===== src/inc/umsc_pkg.sv =====
// constants and types shared by the serial channel files
package umsc_pkg;
    // ------------------------------------------------------------
    // register bus
    // ------------------------------------------------------------
    localparam int AW = 4;
    localparam int DW = 16;
    localparam logic [3:0] OFS_MODE = 4'h0;
    localparam logic [3:0] OFS_CTRL0 = 4'h1;
    localparam logic [3:0] OFS_CTRL1 = 4'h2;
    localparam logic [3:0] OFS_SMA = 4'h3;
    localparam logic [3:0] OFS_SMB = 4'h4;
    localparam logic [3:0] OFS_SMC = 4'h5;
    localparam logic [3:0] OFS_SMD = 4'h6;
    localparam logic [3:0] OFS_BRG = 4'h7;
    localparam logic [3:0] OFS_TB = 4'h8;
    localparam logic [3:0] OFS_RB = 4'h9;
    localparam logic [3:0] OFS_UPPER = 4'ha;
    localparam logic [3:0] OFS_PINSEL = 4'hb;
    // ------------------------------------------------------------
    // field positions
    // ------------------------------------------------------------
    localparam int MODE_CLOCK_DIRECTION_SEL = 3;
    localparam int MODE_STOP_LENGTH_SEL = 4;
    localparam int MODE_PRY = 5;
    localparam int MODE_PARITY_ON = 6;
    localparam int MODE_POL = 7;
    localparam int C0_SHIFT_REG_EMPTY = 3;
    localparam int C0_CRD = 4;
    localparam int C0_NCH = 5;
    localparam int C0_BIT_ORDER_SEL = 7;
    localparam int C1_TE = 0;
    localparam int C1_TI = 1;
    localparam int C1_RE = 2;
    localparam int C1_RI = 3;
    localparam int C1_IRS = 4;
    localparam int C1_RRM = 5;
    localparam int C1_LCH = 6;
    localparam int RB_OER = 12;
    localparam int RB_FER = 13;
    localparam int RB_PER = 14;
    localparam int RB_SUM = 15;
    localparam logic [7:0] C0_WMASK = 8'hf3;
    localparam logic [7:0] C1_WMASK = 8'h75;
    // ------------------------------------------------------------
    // modes, sources, reset values, counts
    // ------------------------------------------------------------
    localparam logic [2:0] SMD_A7 = 3'h4;
    localparam logic [2:0] SMD_A8 = 3'h5;
    localparam logic [2:0] SMD_A9 = 3'h6;
    localparam logic [1:0] CS_F1 = 2'h0;
    localparam logic [1:0] CS_F8 = 2'h1;
    localparam int F2N_LOG = 5;
    localparam logic [7:0] RST_REG8 = 8'h00;
    localparam logic [15:0] RST_WORD = 16'h0000;
    localparam logic [3:0] OVS_LAST = 4'hf;
    localparam logic [3:0] OVS_MID = 4'h7;
    typedef enum logic [1:0] {
        TX_IDLE = 2'b01,
        TX_SHIFT = 2'b10
    } umsc_tx_st_t;
    typedef enum logic [2:0] {
        RX_IDLE = 3'b001,
        RX_START = 3'b010,
        RX_DATA = 3'b100
    } umsc_rx_st_t;
endpackage


===== src/inc/umsc_brg_if.sv =====
// link between the channel core and its bit-rate generator
`timescale 1ns/1ps
interface umsc_brg_if;
    logic [7:0] divider;
    logic [1:0] src_sel;
    logic ext_sel;
    logic ext_lvl;
    logic run;
    logic tick;
    modport core (output divider, src_sel, ext_sel, ext_lvl, run,
        input tick);
    modport gen (input divider, src_sel, ext_sel, ext_lvl, run,
        output tick);
endinterface


===== src/hdl/umsc_brg.sv =====
// bit-rate generator: one tick per sixteenth of a bit
`timescale 1ns/1ps
module umsc_brg
    import umsc_pkg::*;
#(
    parameter int F2N_BITS = F2N_LOG
) (
    input wire logic clk,
    input wire logic nrst,
    umsc_brg_if.gen brg
);
    logic [7:0] pre_q;
    logic [7:0] cnt_q;
    logic ext_prev_q;
    logic tick_q;
    logic src_pulse;

    // ------------------------------------------------------------
    // count source
    // ------------------------------------------------------------
    // internal or external
    always_comb begin
        if (brg.ext_sel) begin
            src_pulse = brg.ext_lvl & ~ext_prev_q;
        end else begin
            case (brg.src_sel)
                CS_F1: src_pulse = 1'b1;
                CS_F8: src_pulse = &pre_q[2:0];
                default: src_pulse = &pre_q[F2N_BITS-1:0];
            endcase
        end
    end

    always_ff @(posedge clk) begin
        if (!nrst) begin
            pre_q <= RST_REG8;
            ext_prev_q <= 1'b0;
        end else begin
            pre_q <= pre_q + 8'h01;
            ext_prev_q <= brg.ext_lvl;
        end
    end

    // ------------------------------------------------------------
    // divider
    // ------------------------------------------------------------
    // divide by m plus one
    always_ff @(posedge clk) begin
        if (!nrst) begin
            cnt_q <= RST_REG8;
            tick_q <= 1'b0;
        end else if (!brg.run) begin
            cnt_q <= brg.divider;
            tick_q <= 1'b0;
        end else begin
            tick_q <= src_pulse && cnt_q == 8'h00;
            if (src_pulse) begin
                cnt_q <= (cnt_q == 8'h00) ? brg.divider : cnt_q - 8'h01;
            end
        end
    end

    assign brg.tick = tick_q;
endmodule


===== src/hdl/umsc_core.sv =====
// asynchronous serial channel with register port
//
// Functional notes
// - receive buffer data undefined after overrun
// - overrun raises no receive interrupt
// - transmit output idles high once mode set
// - open-drain idle leaves pin undriven
// - mode codes select 7, 8, 9 bits
// - bit order only for 8-bit characters
// - data sits in low-order bits
// - parity enable and odd/even select
// - stop-length bit sets one or two
// - clock from generator or external pin
// - count source feeds 8-bit generator
// - flow-disable bit clear lets clear-to-send gate transmit
// - shift-register-empty flag readable
// - transmit-buffer-empty flag readable
// - error flags in receive buffer high bits
// - enable bits gate receive and transmit
// - transmit interrupt source select
// - data inversion on channels 0-2
// - pin polarity inversion on channels 0-2
// - push-pull or open-drain on channels 0-2
// - input pin routing for channels 3, 4
// - bit rate is source over 16(m+1)
// - transmit start conditions
// - overrun timing on bit before stop
// - clear-to-send high stops next character
`timescale 1ns/1ps
module umsc_core
    import umsc_pkg::*;
#(
    parameter int CHAN = 0
) (
    input wire logic CLK,
    input wire logic NRST,
    input wire logic [umsc_pkg::AW-1:0] ADDR,
    input wire logic [umsc_pkg::DW-1:0] WDATA,
    input wire logic WR,
    input wire logic RD,
    output logic [umsc_pkg::DW-1:0] RDATA,
    input wire logic [3:0] SERIAL_IN,
    input wire logic [3:0] EXT_CLK,
    input wire logic [3:0] FLOW_CTRL_N,
    output logic TXD_O,
    output logic TXD_OE,
    output logic TX_IRQ,
    output logic RX_IRQ
);
    import umsc_pkg::*;

    localparam bit LOW_CH = CHAN <= 2;

    // ------------------------------------------------------------
    // helpers
    // ------------------------------------------------------------
    function automatic logic [3:0] char_len(input logic [2:0] m);
        case (m)
            SMD_A7: char_len = 4'h7;
            SMD_A9: char_len = 4'h9;
            default: char_len = 4'h8;
        endcase
    endfunction

    function automatic logic [8:0] len_mask(input logic [3:0] n);
        len_mask = 9'h1ff >> (4'h9 - n);
    endfunction

    function automatic logic [8:0] rev8(input logic [8:0] v);
        rev8 = v;
        for (int i = 0; i < 8; i++) begin
            rev8[i] = v[7-i];
        end
    endfunction

    function automatic logic par_of(input logic [8:0] d,
        input logic odd);
        par_of = (^d) ^ odd;
    endfunction

    // ------------------------------------------------------------
    // registers
    // ------------------------------------------------------------
    logic [7:0] mode_q;
    logic [7:0] c0_q;
    logic [7:0] c1_q;
    logic [7:0] sm_q [0:3];
    logic [7:0] brg_q;
    logic [8:0] tb_q;
    logic [15:0] rb_q;
    logic [7:0] upper_q;
    logic [7:0] pinsel_q;
    logic tbe_q;
    logic ri_q;
    logic [15:0] rdata_d;
    logic wr_tb;
    logic rd_rb;

    assign wr_tb = WR && ADDR == OFS_TB;
    assign rd_rb = RD && ADDR == OFS_RB;

    logic mode_ok;
    assign mode_ok = mode_q[2:0] inside {SMD_A7, SMD_A8, SMD_A9};

    logic [3:0] len;
    logic [8:0] dmask;
    logic parity_on;
    logic stop_length_sel;
    logic pol;
    logic lch;
    logic open_drain_sel;
    logic irs;
    logic bit_order_sel;
    logic te;
    logic re;
    logic [1:0] route;

    assign len = char_len(mode_q[2:0]);
    assign dmask = len_mask(len);
    assign parity_on = mode_q[MODE_PARITY_ON];
    assign stop_length_sel = mode_q[MODE_STOP_LENGTH_SEL];
    assign te = c1_q[C1_TE];
    assign re = c1_q[C1_RE];
    assign bit_order_sel = c0_q[C0_BIT_ORDER_SEL] && len == 4'h8;
    assign pol = LOW_CH && mode_q[MODE_POL];
    assign lch = LOW_CH && c1_q[C1_LCH];
    assign open_drain_sel = LOW_CH && c0_q[C0_NCH];
    assign irs = LOW_CH ? c1_q[C1_IRS] : upper_q[CHAN == 4];
    assign route = CHAN == 3 ? pinsel_q[3:2] :
                   CHAN == 4 ? pinsel_q[5:4] : 2'h0;

    always_ff @(posedge CLK) begin
        if (!NRST) begin
            mode_q <= RST_REG8;
            c0_q <= RST_REG8;
            c1_q <= RST_REG8;
            brg_q <= RST_REG8;
            upper_q <= RST_REG8;
            pinsel_q <= RST_REG8;
            for (int i = 0; i < 4; i++) begin
                sm_q[i] <= RST_REG8;
            end
        end else if (WR) begin
            case (ADDR)
                OFS_MODE: mode_q <= WDATA[7:0];
                OFS_CTRL0: c0_q <= WDATA[7:0] & C0_WMASK;
                OFS_CTRL1: c1_q <= WDATA[7:0] & C1_WMASK;
                OFS_SMA: sm_q[0] <= WDATA[7:0];
                OFS_SMB: sm_q[1] <= WDATA[7:0];
                OFS_SMC: sm_q[2] <= WDATA[7:0];
                OFS_SMD: sm_q[3] <= WDATA[7:0];
                OFS_BRG: brg_q <= WDATA[7:0];
                OFS_UPPER: upper_q <= WDATA[7:0];
                OFS_PINSEL: pinsel_q <= WDATA[7:0];
                default: ;
            endcase
        end
    end

    // ------------------------------------------------------------
    // input synchronisers
    // ------------------------------------------------------------
    logic [3:0] sin_s1_q;
    logic [3:0] sin_s2_q;
    logic [3:0] ext_s1_q;
    logic [3:0] ext_s2_q;
    logic [3:0] cts_s1_q;
    logic [3:0] cts_s2_q;

    always_ff @(posedge CLK) begin
        if (!NRST) begin
            sin_s1_q <= 4'hf;
            sin_s2_q <= 4'hf;
            ext_s1_q <= 4'h0;
            ext_s2_q <= 4'h0;
            cts_s1_q <= 4'hf;
            cts_s2_q <= 4'hf;
        end else begin
            sin_s1_q <= SERIAL_IN;
            sin_s2_q <= sin_s1_q;
            ext_s1_q <= EXT_CLK;
            ext_s2_q <= ext_s1_q;
            cts_s1_q <= FLOW_CTRL_N;
            cts_s2_q <= cts_s1_q;
        end
    end

    // ------------------------------------------------------------
    // bit-rate generator
    // ------------------------------------------------------------
    umsc_brg_if brg_bus ();
    logic tick;

    assign brg_bus.divider = brg_q;
    assign brg_bus.src_sel = c0_q[1:0];
    assign brg_bus.ext_sel = mode_q[MODE_CLOCK_DIRECTION_SEL];
    assign brg_bus.ext_lvl = ext_s2_q[route];
    assign brg_bus.run = mode_ok;
    assign tick = brg_bus.tick;

    umsc_brg u_brg (
        .clk(CLK),
        .nrst(NRST),
        .brg(brg_bus)
    );

    // ------------------------------------------------------------
    // transmitter
    // ------------------------------------------------------------
    umsc_tx_st_t tx_st_q;
    logic [12:0] tx_fr_q;
    logic [12:0] tx_fr_d;
    logic [3:0] tx_nb_q;
    logic [3:0] tx_idx_q;
    logic [3:0] tx_cnt_q;
    logic [8:0] tx_dat;
    logic tx_par;
    logic tx_load;
    logic tx_done;
    logic tx_line;
    logic cts_ok;

    assign cts_ok = c0_q[C0_CRD] || !cts_s2_q[route];
    assign tx_load = tx_st_q == TX_IDLE && mode_ok && te && !tbe_q
        && cts_ok;
    assign tx_done = tx_st_q == TX_SHIFT && tick
        && tx_cnt_q == OVS_LAST && tx_idx_q == tx_nb_q;

    always_comb begin
        tx_dat = tb_q & dmask;
        if (bit_order_sel) begin
            tx_dat = rev8(tx_dat);
        end
        tx_par = par_of(tx_dat, mode_q[MODE_PRY]);
        if (lch) begin
            tx_dat = ~tx_dat & dmask;
        end
        tx_fr_d = 13'h1fff;
        tx_fr_d[0] = 1'b0;
        for (int i = 0; i < 9; i++) begin
            if (4'(i) < len) begin
                tx_fr_d[i+1] = tx_dat[i];
            end
        end
        if (parity_on) begin
            tx_fr_d[len+4'h1] = tx_par;
        end
    end

    always_ff @(posedge CLK) begin
        if (!NRST) begin
            tx_st_q <= TX_IDLE;
            tx_fr_q <= 13'h1fff;
            tx_nb_q <= 4'h0;
            tx_idx_q <= 4'h0;
            tx_cnt_q <= 4'h0;
        end else begin
            case (tx_st_q)
                TX_IDLE: begin
                    if (tx_load) begin
                        tx_st_q <= TX_SHIFT;
                        tx_fr_q <= tx_fr_d;
                        tx_nb_q <= len + 4'(parity_on) + 4'(stop_length_sel) + 4'h1;
                        tx_idx_q <= 4'h0;
                        tx_cnt_q <= 4'h0;
                    end
                end
                TX_SHIFT: begin
                    if (!mode_ok || tx_done) begin
                        tx_st_q <= TX_IDLE;
                    end else if (tick) begin
                        tx_cnt_q <= tx_cnt_q + 4'h1;
                        if (tx_cnt_q == OVS_LAST) begin
                            tx_idx_q <= tx_idx_q + 4'h1;
                        end
                    end
                end
                default: tx_st_q <= TX_IDLE;
            endcase
        end
    end

    // cleared by write, set on load
    always_ff @(posedge CLK) begin
        if (!NRST) begin
            tbe_q <= 1'b1;
            tb_q <= RST_WORD[8:0];
        end else begin
            if (wr_tb) begin
                tb_q <= WDATA[8:0];
            end
            if (!mode_ok) begin
                tbe_q <= 1'b1;
            end else if (wr_tb) begin
                tbe_q <= 1'b0;
            end else if (tx_load) begin
                tbe_q <= 1'b1;
            end
        end
    end

    assign tx_line = tx_st_q == TX_SHIFT ? tx_fr_q[tx_idx_q] : 1'b1;

    always_ff @(posedge CLK) begin
        if (!NRST) begin
            TXD_O <= 1'b1;
            TXD_OE <= 1'b0;
            TX_IRQ <= 1'b0;
        end else begin
            if (open_drain_sel) begin
                TXD_O <= 1'b0;
                TXD_OE <= mode_ok && !(tx_line ^ pol);
            end else begin
                TXD_O <= tx_line ^ pol;
                TXD_OE <= mode_ok;
            end
            TX_IRQ <= irs ? tx_done : tx_load;
        end
    end

    // ------------------------------------------------------------
    // receiver
    // ------------------------------------------------------------
    umsc_rx_st_t rx_st_q;
    logic [12:0] rx_sh_q;
    logic [12:0] rx_all;
    logic [3:0] rx_idx_q;
    logic [3:0] rx_cnt_q;
    logic rx_prev_q;
    logic rx_ovr_q;
    logic rx_lvl;
    logic rx_samp;
    logic rx_last;
    logic [3:0] rx_nb;
    logic [3:0] ovr_idx;
    logic [8:0] rx_dat;
    logic rx_perr;
    logic rx_ferr;

    assign rx_lvl = sin_s2_q[route] ^ pol;
    assign rx_nb = len + 4'(parity_on) + 4'(stop_length_sel);
    // bit before stop, or first stop
    assign ovr_idx = len + 4'(parity_on) + 4'(stop_length_sel) - 4'h1;
    assign rx_samp = rx_st_q == RX_DATA && tick && rx_cnt_q == OVS_LAST;
    assign rx_last = rx_samp && rx_idx_q == rx_nb;

    always_comb begin
        rx_all = rx_sh_q;
        rx_all[rx_idx_q] = rx_lvl;
        rx_dat = rx_all[8:0] & dmask;
        if (lch) begin
            rx_dat = ~rx_dat & dmask;
        end
        rx_perr = parity_on && par_of(rx_dat, mode_q[MODE_PRY]) != rx_all[len];
        rx_ferr = !rx_all[len+4'(parity_on)]
            || (stop_length_sel && !rx_all[len+4'(parity_on)+4'h1]);
        if (bit_order_sel) begin
            rx_dat = rev8(rx_dat);
        end
    end

    always_ff @(posedge CLK) begin
        if (!NRST) begin
            rx_st_q <= RX_IDLE;
            rx_sh_q <= 13'h0000;
            rx_idx_q <= 4'h0;
            rx_cnt_q <= 4'h0;
            rx_prev_q <= 1'b1;
            rx_ovr_q <= 1'b0;
        end else begin
            rx_prev_q <= rx_lvl;
            case (rx_st_q)
                RX_IDLE: begin
                    if (re && mode_ok && rx_prev_q && !rx_lvl) begin
                        rx_st_q <= RX_START;
                        rx_cnt_q <= 4'h0;
                    end
                end
                RX_START: begin
                    if (!re || !mode_ok) begin
                        rx_st_q <= RX_IDLE;
                    end else if (tick) begin
                        rx_cnt_q <= rx_cnt_q + 4'h1;
                        if (rx_cnt_q == OVS_MID) begin
                            rx_st_q <= rx_lvl ? RX_IDLE : RX_DATA;
                            rx_cnt_q <= 4'h0;
                            rx_idx_q <= 4'h0;
                            rx_ovr_q <= 1'b0;
                        end
                    end
                end
                RX_DATA: begin
                    if (!re || !mode_ok || rx_last) begin
                        rx_st_q <= RX_IDLE;
                    end else if (tick) begin
                        rx_cnt_q <= rx_cnt_q + 4'h1;
                        if (rx_samp) begin
                            rx_sh_q <= rx_all;
                            rx_idx_q <= rx_idx_q + 4'h1;
                            if (rx_idx_q == ovr_idx && ri_q && !rd_rb) begin
                                rx_ovr_q <= 1'b1;
                            end
                        end
                    end
                end
                default: rx_st_q <= RX_IDLE;
            endcase
        end
    end

    // ------------------------------------------------------------
    // receive buffer and flags
    // ------------------------------------------------------------
    always_ff @(posedge CLK) begin
        if (!NRST) begin
            rb_q <= RST_WORD;
            ri_q <= 1'b0;
            RX_IRQ <= 1'b0;
        end else begin
            RX_IRQ <= 1'b0;
            if (!re) begin
                rb_q[15:12] <= 4'h0;
                ri_q <= 1'b0;
            end else if (rx_last && rx_ovr_q) begin
                rb_q[RB_OER] <= 1'b1;
                rb_q[RB_SUM] <= 1'b1;
            end else if (rx_last) begin
                rb_q <= {rx_perr || rx_ferr, rx_perr, rx_ferr, 4'h0,
                    rx_dat};
                ri_q <= 1'b1;
                RX_IRQ <= 1'b1;
            end else if (rd_rb) begin
                ri_q <= 1'b0;
            end
        end
    end

    // ------------------------------------------------------------
    // read port
    // ------------------------------------------------------------
    always_comb begin
        rdata_d = RST_WORD;
        case (ADDR)
            OFS_MODE: rdata_d[7:0] = mode_q;
            OFS_CTRL0: rdata_d[7:0] = c0_q
                | {4'h0, tx_st_q == TX_IDLE, 3'h0};
            OFS_CTRL1: rdata_d[7:0] = c1_q
                | {4'h0, ri_q, 1'b0, tbe_q, 1'b0};
            OFS_SMA: rdata_d[7:0] = sm_q[0];
            OFS_SMB: rdata_d[7:0] = sm_q[1];
            OFS_SMC: rdata_d[7:0] = sm_q[2];
            OFS_SMD: rdata_d[7:0] = sm_q[3];
            OFS_BRG: rdata_d[7:0] = brg_q;
            OFS_RB: rdata_d = rb_q;
            OFS_UPPER: rdata_d[7:0] = upper_q;
            OFS_PINSEL: rdata_d[7:0] = pinsel_q;
            default: rdata_d = RST_WORD;
        endcase
    end

    always_ff @(posedge CLK) begin
        if (!NRST) begin
            RDATA <= RST_WORD;
        end else begin
            RDATA <= RD ? rdata_d : RST_WORD;
        end
    end
endmodule


===== config.mk =====
export PLATFORM = sky130hd
export DESIGN_NAME = umsc_core
export DESIGN_NICKNAME = d
export VERILOG_FILES = /design/src/inc/umsc_pkg.sv /design/src/inc/umsc_brg_if.sv /design/src/hdl/umsc_brg.sv /design/src/hdl/umsc_core.sv
export SDC_FILE = /design/constraint.sdc
export NUM_CORES = 1
export LEC_CHECK = 0
export BUFFER_PORTS_ARGS = -buffer_cell sky130_fd_sc_hd__buf_2
export CAP_MARGIN = 5
export CORE_MARGIN = 1.5
export CORE_UTILIZATION = 60
export DETAILED_ROUTE_END_ITERATION = 8
export MAX_ROUTING_LAYER = met4
export PLACE_DENSITY = 0.79
export SETUP_SLACK_MARGIN = 0.3
export SLEW_MARGIN = 5
export SYNTH_ARGS = -nofsm -noshare
export SYNTH_HDL_FRONTEND = slang
export SYNTH_SLANG_ARGS = --single-unit

===== constraint.sdc =====
create_clock -name CLK -period 7.05 [get_ports CLK]
set_input_delay 1.41 -clock CLK [delete_from_list [all_inputs] [get_ports CLK]]
set_output_delay 1.41 -clock CLK [all_outputs]
set_load 0.05 [all_outputs]

==> out/summary.md <==
GRT
• **wire length of the first global-routing pass** 38300 um
• **pin count of the biggest net entering global routing** 82
• **total grt overflow** 0
• **total track usage** 28.4%
• **via count of the first global-routing pass** 7236
• **antenna violations before repair** 0

CTS
• **clock latency on the worst-skew pair** 0.44 ns
• **Hold Buf Count CTS** 0
• **number of post-CTS setup repair buffers** 0
• **clock root buffer** sky130_fd_sc_hd__clkbuf_16
• **Max H-tree Level** 4
• **number of gates given a new drive strength after cts** 0
• **TritonCTS clock tree** built
• **number of CTS-inserted buffers** 17
• **number of sinks handled by clock tree synthesis** 190
• **deepest clock path buffer count** 2
• **clock input transition at the sequential cells of the worst setup and hold paths** 0.07 ns

Worst setup path
• **number of buffer and inverter instances along the worst setup path** 2
• **class of the most critical setup path** flop to flop
• **logic depth of the worst register-to-register path** 13
• **slowest cell on the critical path** sky130_fd_sc_hd__ha_1
• **launching element of the worst setup path** mode_q[0]
• **list of cells traversed by the critical path** nand2b_1 -> inv_1 -> ha_1 -> ha_1 -> xor2_1 -> inv_2 -> xnor2_1 -> nand4_1 -> nor4b_4 -> and2b_1 -> and2_1 -> mux2i_1 -> nor2b_1
• **slack of the worst reg-to-reg path** 2.56 ns
• **crit path launch type** flop
• **Crit Reg-Reg Startpoint** mode_q[0]
• **most used cell, CP** sky130_fd_sc_hd__ha_1
• **Worst Path Arrival** 4.81 ns
• **Slowest Stage Delay on Critical Path** 0.63 ns
• **worst endpoint required time** 7.38 ns
• **Crit. End Element** flop
• **CP max FO** 16
• **number of gates on the worst path with buffers counted** 13
• **cell class contributing the biggest share of worst-path delay** simple AND/OR/NAND/NOR gates
• **RR Endpoint** rb_q[6]
• **end point of the critical path** rb_q[6]

Route
• **Avg Vias per Cell** 6.03
• **Final Routed Wirelength** 24000 um
• **DRT antenna net count** 0
• **DRC** 0
• **number of DRC markers in iteration 0** 811
• **number of detailed-route iterations in the first pass** 5
• **routed length per instance** 17.7 um
• **total via count after detailed routing** 8149

Synth
• **#FFs+latches synth** 190
• **syn avg cell area** 8.85 sq um
• **share of synthesized area occupied by flip-flops and latches** 41.0%
• **area fraction of the dominant cell type after synthesis** 31.4%
• **Post-synth EDFFs** 32
• **top_reg_cell synth** sky130_fd_sc_hd__dfxtp_1
• **post-synthesis cell type count** 68
• **most numerous cell in the Yosys netlist** sky130_fd_sc_hd__dfxtp_1
• **cells after synthesis** 1138
• **cell types occupying the most area after synthesis** sky130_fd_sc_hd__dfxtp_1 31%, sky130_fd_sc_hd__edfxtp_1 9.5%, sky130_fd_sc_hd__mux2i_1 5.7%, sky130_fd_sc_hd__nand2_1 5.3%, sky130_fd_sc_hd__and2_1 4.2%
• **Synth warnings** 0
• **post-synth top area cell** sky130_fd_sc_hd__dfxtp_1
• **most instantiated cells after synthesis** 158 x sky130_fd_sc_hd__dfxtp_1, 143 x sky130_fd_sc_hd__nand2_1, 74 x sky130_fd_sc_hd__nor2_1
• **async set-reset flop share out of synthesis** 0%
• **post-synthesis instance area** 0.0101 sq mm

Floorplanning
• **die height** 133 um
• **floorplan die width** 133 um
• **initial core utilization** 61.1%
• **I/O Pins** 56
• **Cell Rows** 47
• **standard cell core area** 0.0165 sq mm
• **die area** 0.0176 sq mm

Place
• **number of port buffers** 36
• **GP Congestion** 0.926
• **Post-DP HPWL** 16400 um
• **cell area after placement** 0.0102 sq mm
• **placement-stage worst setup slack** 2.62 ns

Timing
• **number of max-slew violations in the final report** 0
• **Achievable Freq** 223 MHz
• **Hold Slack** 0.414 ns
• **RSZ-0062 raised after global routing** no
• **final hold violation count** 0
• **final clock skew** 0.0131 ns
• **setup ws final** 2.56 ns
• **part of the cycle the worst path needs** 63.6%
• **max-slew headroom at the worst pin** 15.2%
• **post-layout minimum cycle time** 4.49 ns
• **Setup TNS** 0 ns
• **final number of setup-violating endpoints** 0
• **actual transition at the worst max-transition pin** 1.26 ns

Hold path
• **kind of path behind the tightest hold check** flop to flop

Power and ir drop
• **share of total power in sequential cells** 51.1%
• **largest vdd supply drop** 191 uV
• **combinational share of power** 6.0%
• **leak pwr** 0.00394 uW
• **switch share** 24.9%
• **fraction of power consumed by the clock network** 42.8%
• **Internal Dissipation** 1660 uW
• **NetSw** 551 uW
• **Power Dens Cells** 205 mW/mm^2

Final layout
• **net count of the finished layout** 1172
• **Util after Layout** 65.7%
• **layout cell share with drive strength beyond 1** 9.10%
• **post-route cell area** 0.0108 sq mm
• **area added between synthesis and finish** 7.42%
• **Inserted Diodes** 0

Outcome
• **result of the run** finished clean

Flow run
• **total of max-cap violations** 0

[per-stage QoR]
| step | std cells | power, uW |
|---|---|---|
| after floorplan | 1140 | 1250 |
| after global placement | 1320 | 1280 |
| after detailed placement | 1320 | 1290 |
| after CTS | 1352 | 2220 |
| after global routing | 1352 | 2280 |
| final | 1352 | 2210 |
[area by class of cell]
cell class | count | area, sq um
Clock inverter | 15 | 145
Sequential cell | 190 | 4120
Clock buffer | 17 | 425
Multi-Input combinational cell | 848 | 5540
Fill cell | 1379 | 5650
Inverter | 21 | 78.8
Timing Repair Buffer | 41 | 220
Tap cell | 220 | 275
[how the worst min path moves through the flow]
stage                  endpoint   startpoint  cells past startpoint  slack (ns)
detailed placement  sin_s2_q[0]  sin_s1_q[0]                      1        0.40
CTS                 sin_s2_q[0]  sin_s1_q[0]                      1        0.42
floorplan           cts_s2_q[0]  cts_s1_q[0]                      1        0.39
finish              sin_s2_q[0]  sin_s1_q[0]                      1        0.41
global route        sin_s2_q[0]  sin_s1_q[0]                      1        0.43
global placement    sin_s2_q[0]  sin_s1_q[0]                      1        0.39
[placed cells by master, fill, tap and decap left out, types with 8 or more instances in the layout]
| cell type | n |
|---|---|
| sky130_fd_sc_hd__edfxtp_1 | 32 |
| sky130_fd_sc_hd__buf_2 | 35 |
| sky130_fd_sc_hd__nand3_1 | 48 |
| sky130_fd_sc_hd__inv_1 | 20 |
| sky130_fd_sc_hd__a22oi_1 | 12 |
| sky130_fd_sc_hd__nand2b_1 | 17 |
| sky130_fd_sc_hd__mux2i_1 | 57 |
| sky130_fd_sc_hd__nand3b_1 | 8 |
| sky130_fd_sc_hd__a21oi_1 | 33 |
| sky130_fd_sc_hd__nor2b_1 | 43 |
| sky130_fd_sc_hd__o21ai_0 | 55 |
| sky130_fd_sc_hd__a21boi_0 | 45 |
| sky130_fd_sc_hd__xor2_1 | 26 |
| sky130_fd_sc_hd__o22ai_1 | 9 |
| sky130_fd_sc_hd__clkbuf_16 | 17 |
| sky130_fd_sc_hd__dfxtp_1 | 158 |
| sky130_fd_sc_hd__inv_6 | 8 |
| sky130_fd_sc_hd__and3_1 | 8 |
| sky130_fd_sc_hd__xnor2_1 | 29 |
| sky130_fd_sc_hd__nor2_1 | 74 |
| sky130_fd_sc_hd__nor3b_1 | 12 |
| sky130_fd_sc_hd__o211ai_1 | 17 |
| sky130_fd_sc_hd__and2_1 | 67 |
| sky130_fd_sc_hd__nand2_1 | 143 |
| sky130_fd_sc_hd__ha_1 | 17 |
| sky130_fd_sc_hd__nor3_1 | 13 |
[metal layers]
layer | routed length [um] | up-vias | GRT usage, %
li1 | - | 3938 | -
met1 | 10800 | 3879 | 38.7
met2 | 11000 | 281 | 42.7
met3 | 1500 | 51 | 4.87
met4 | 688 | 0 | 10.6
met5 | 0 | - | -
[power by group through the flow]
| stage | clock (uW) | sequential [uW] | combinational (uW) |
|---|---|---|---|
| floorplan | 0 | 1160 | 94.5 |
| global placement | 0 | 1160 | 128 |
| detailed placement | 0 | 1160 | 130 |
| CTS | 954 | 1130 | 131 |
| global route | 1000 | 1130 | 143 |
| finish | 948 | 1130 | 133 |
[sequential cells by signal, indices dropped and copies added (netlist names), 2 cells and up]
register,cells
RDATA,13
brg_bus.divider,8
c0_q,6
c1_q,5
mode_q,8
pinsel_q,8
rb_q,13
rx_cnt_q,4
rx_idx_q,4
rx_sh_q,13
rx_st_q,3
sm_q,32
tb_q,9
tx_cnt_q,4
tx_fr_q,13
tx_idx_q,4
tx_nb_q,4
tx_st_q,2
u_brg.cnt_q,8
u_brg.pre_q,5
upper_q,8
[logic make-up after synthesis]
group                      share of synthesized area, %
xor gates and xnor gates                           5.56
buffers and inverters                              4.08
adders and majority gates                          2.11
and+or+nand+nor                                    24.1
muxes                                              8.17
other                                            0.0373
DFF                                                41.0
AOI/OAI and AO/OA                                  15.0
No activity file was read; power rests on OpenSTA's default activity.
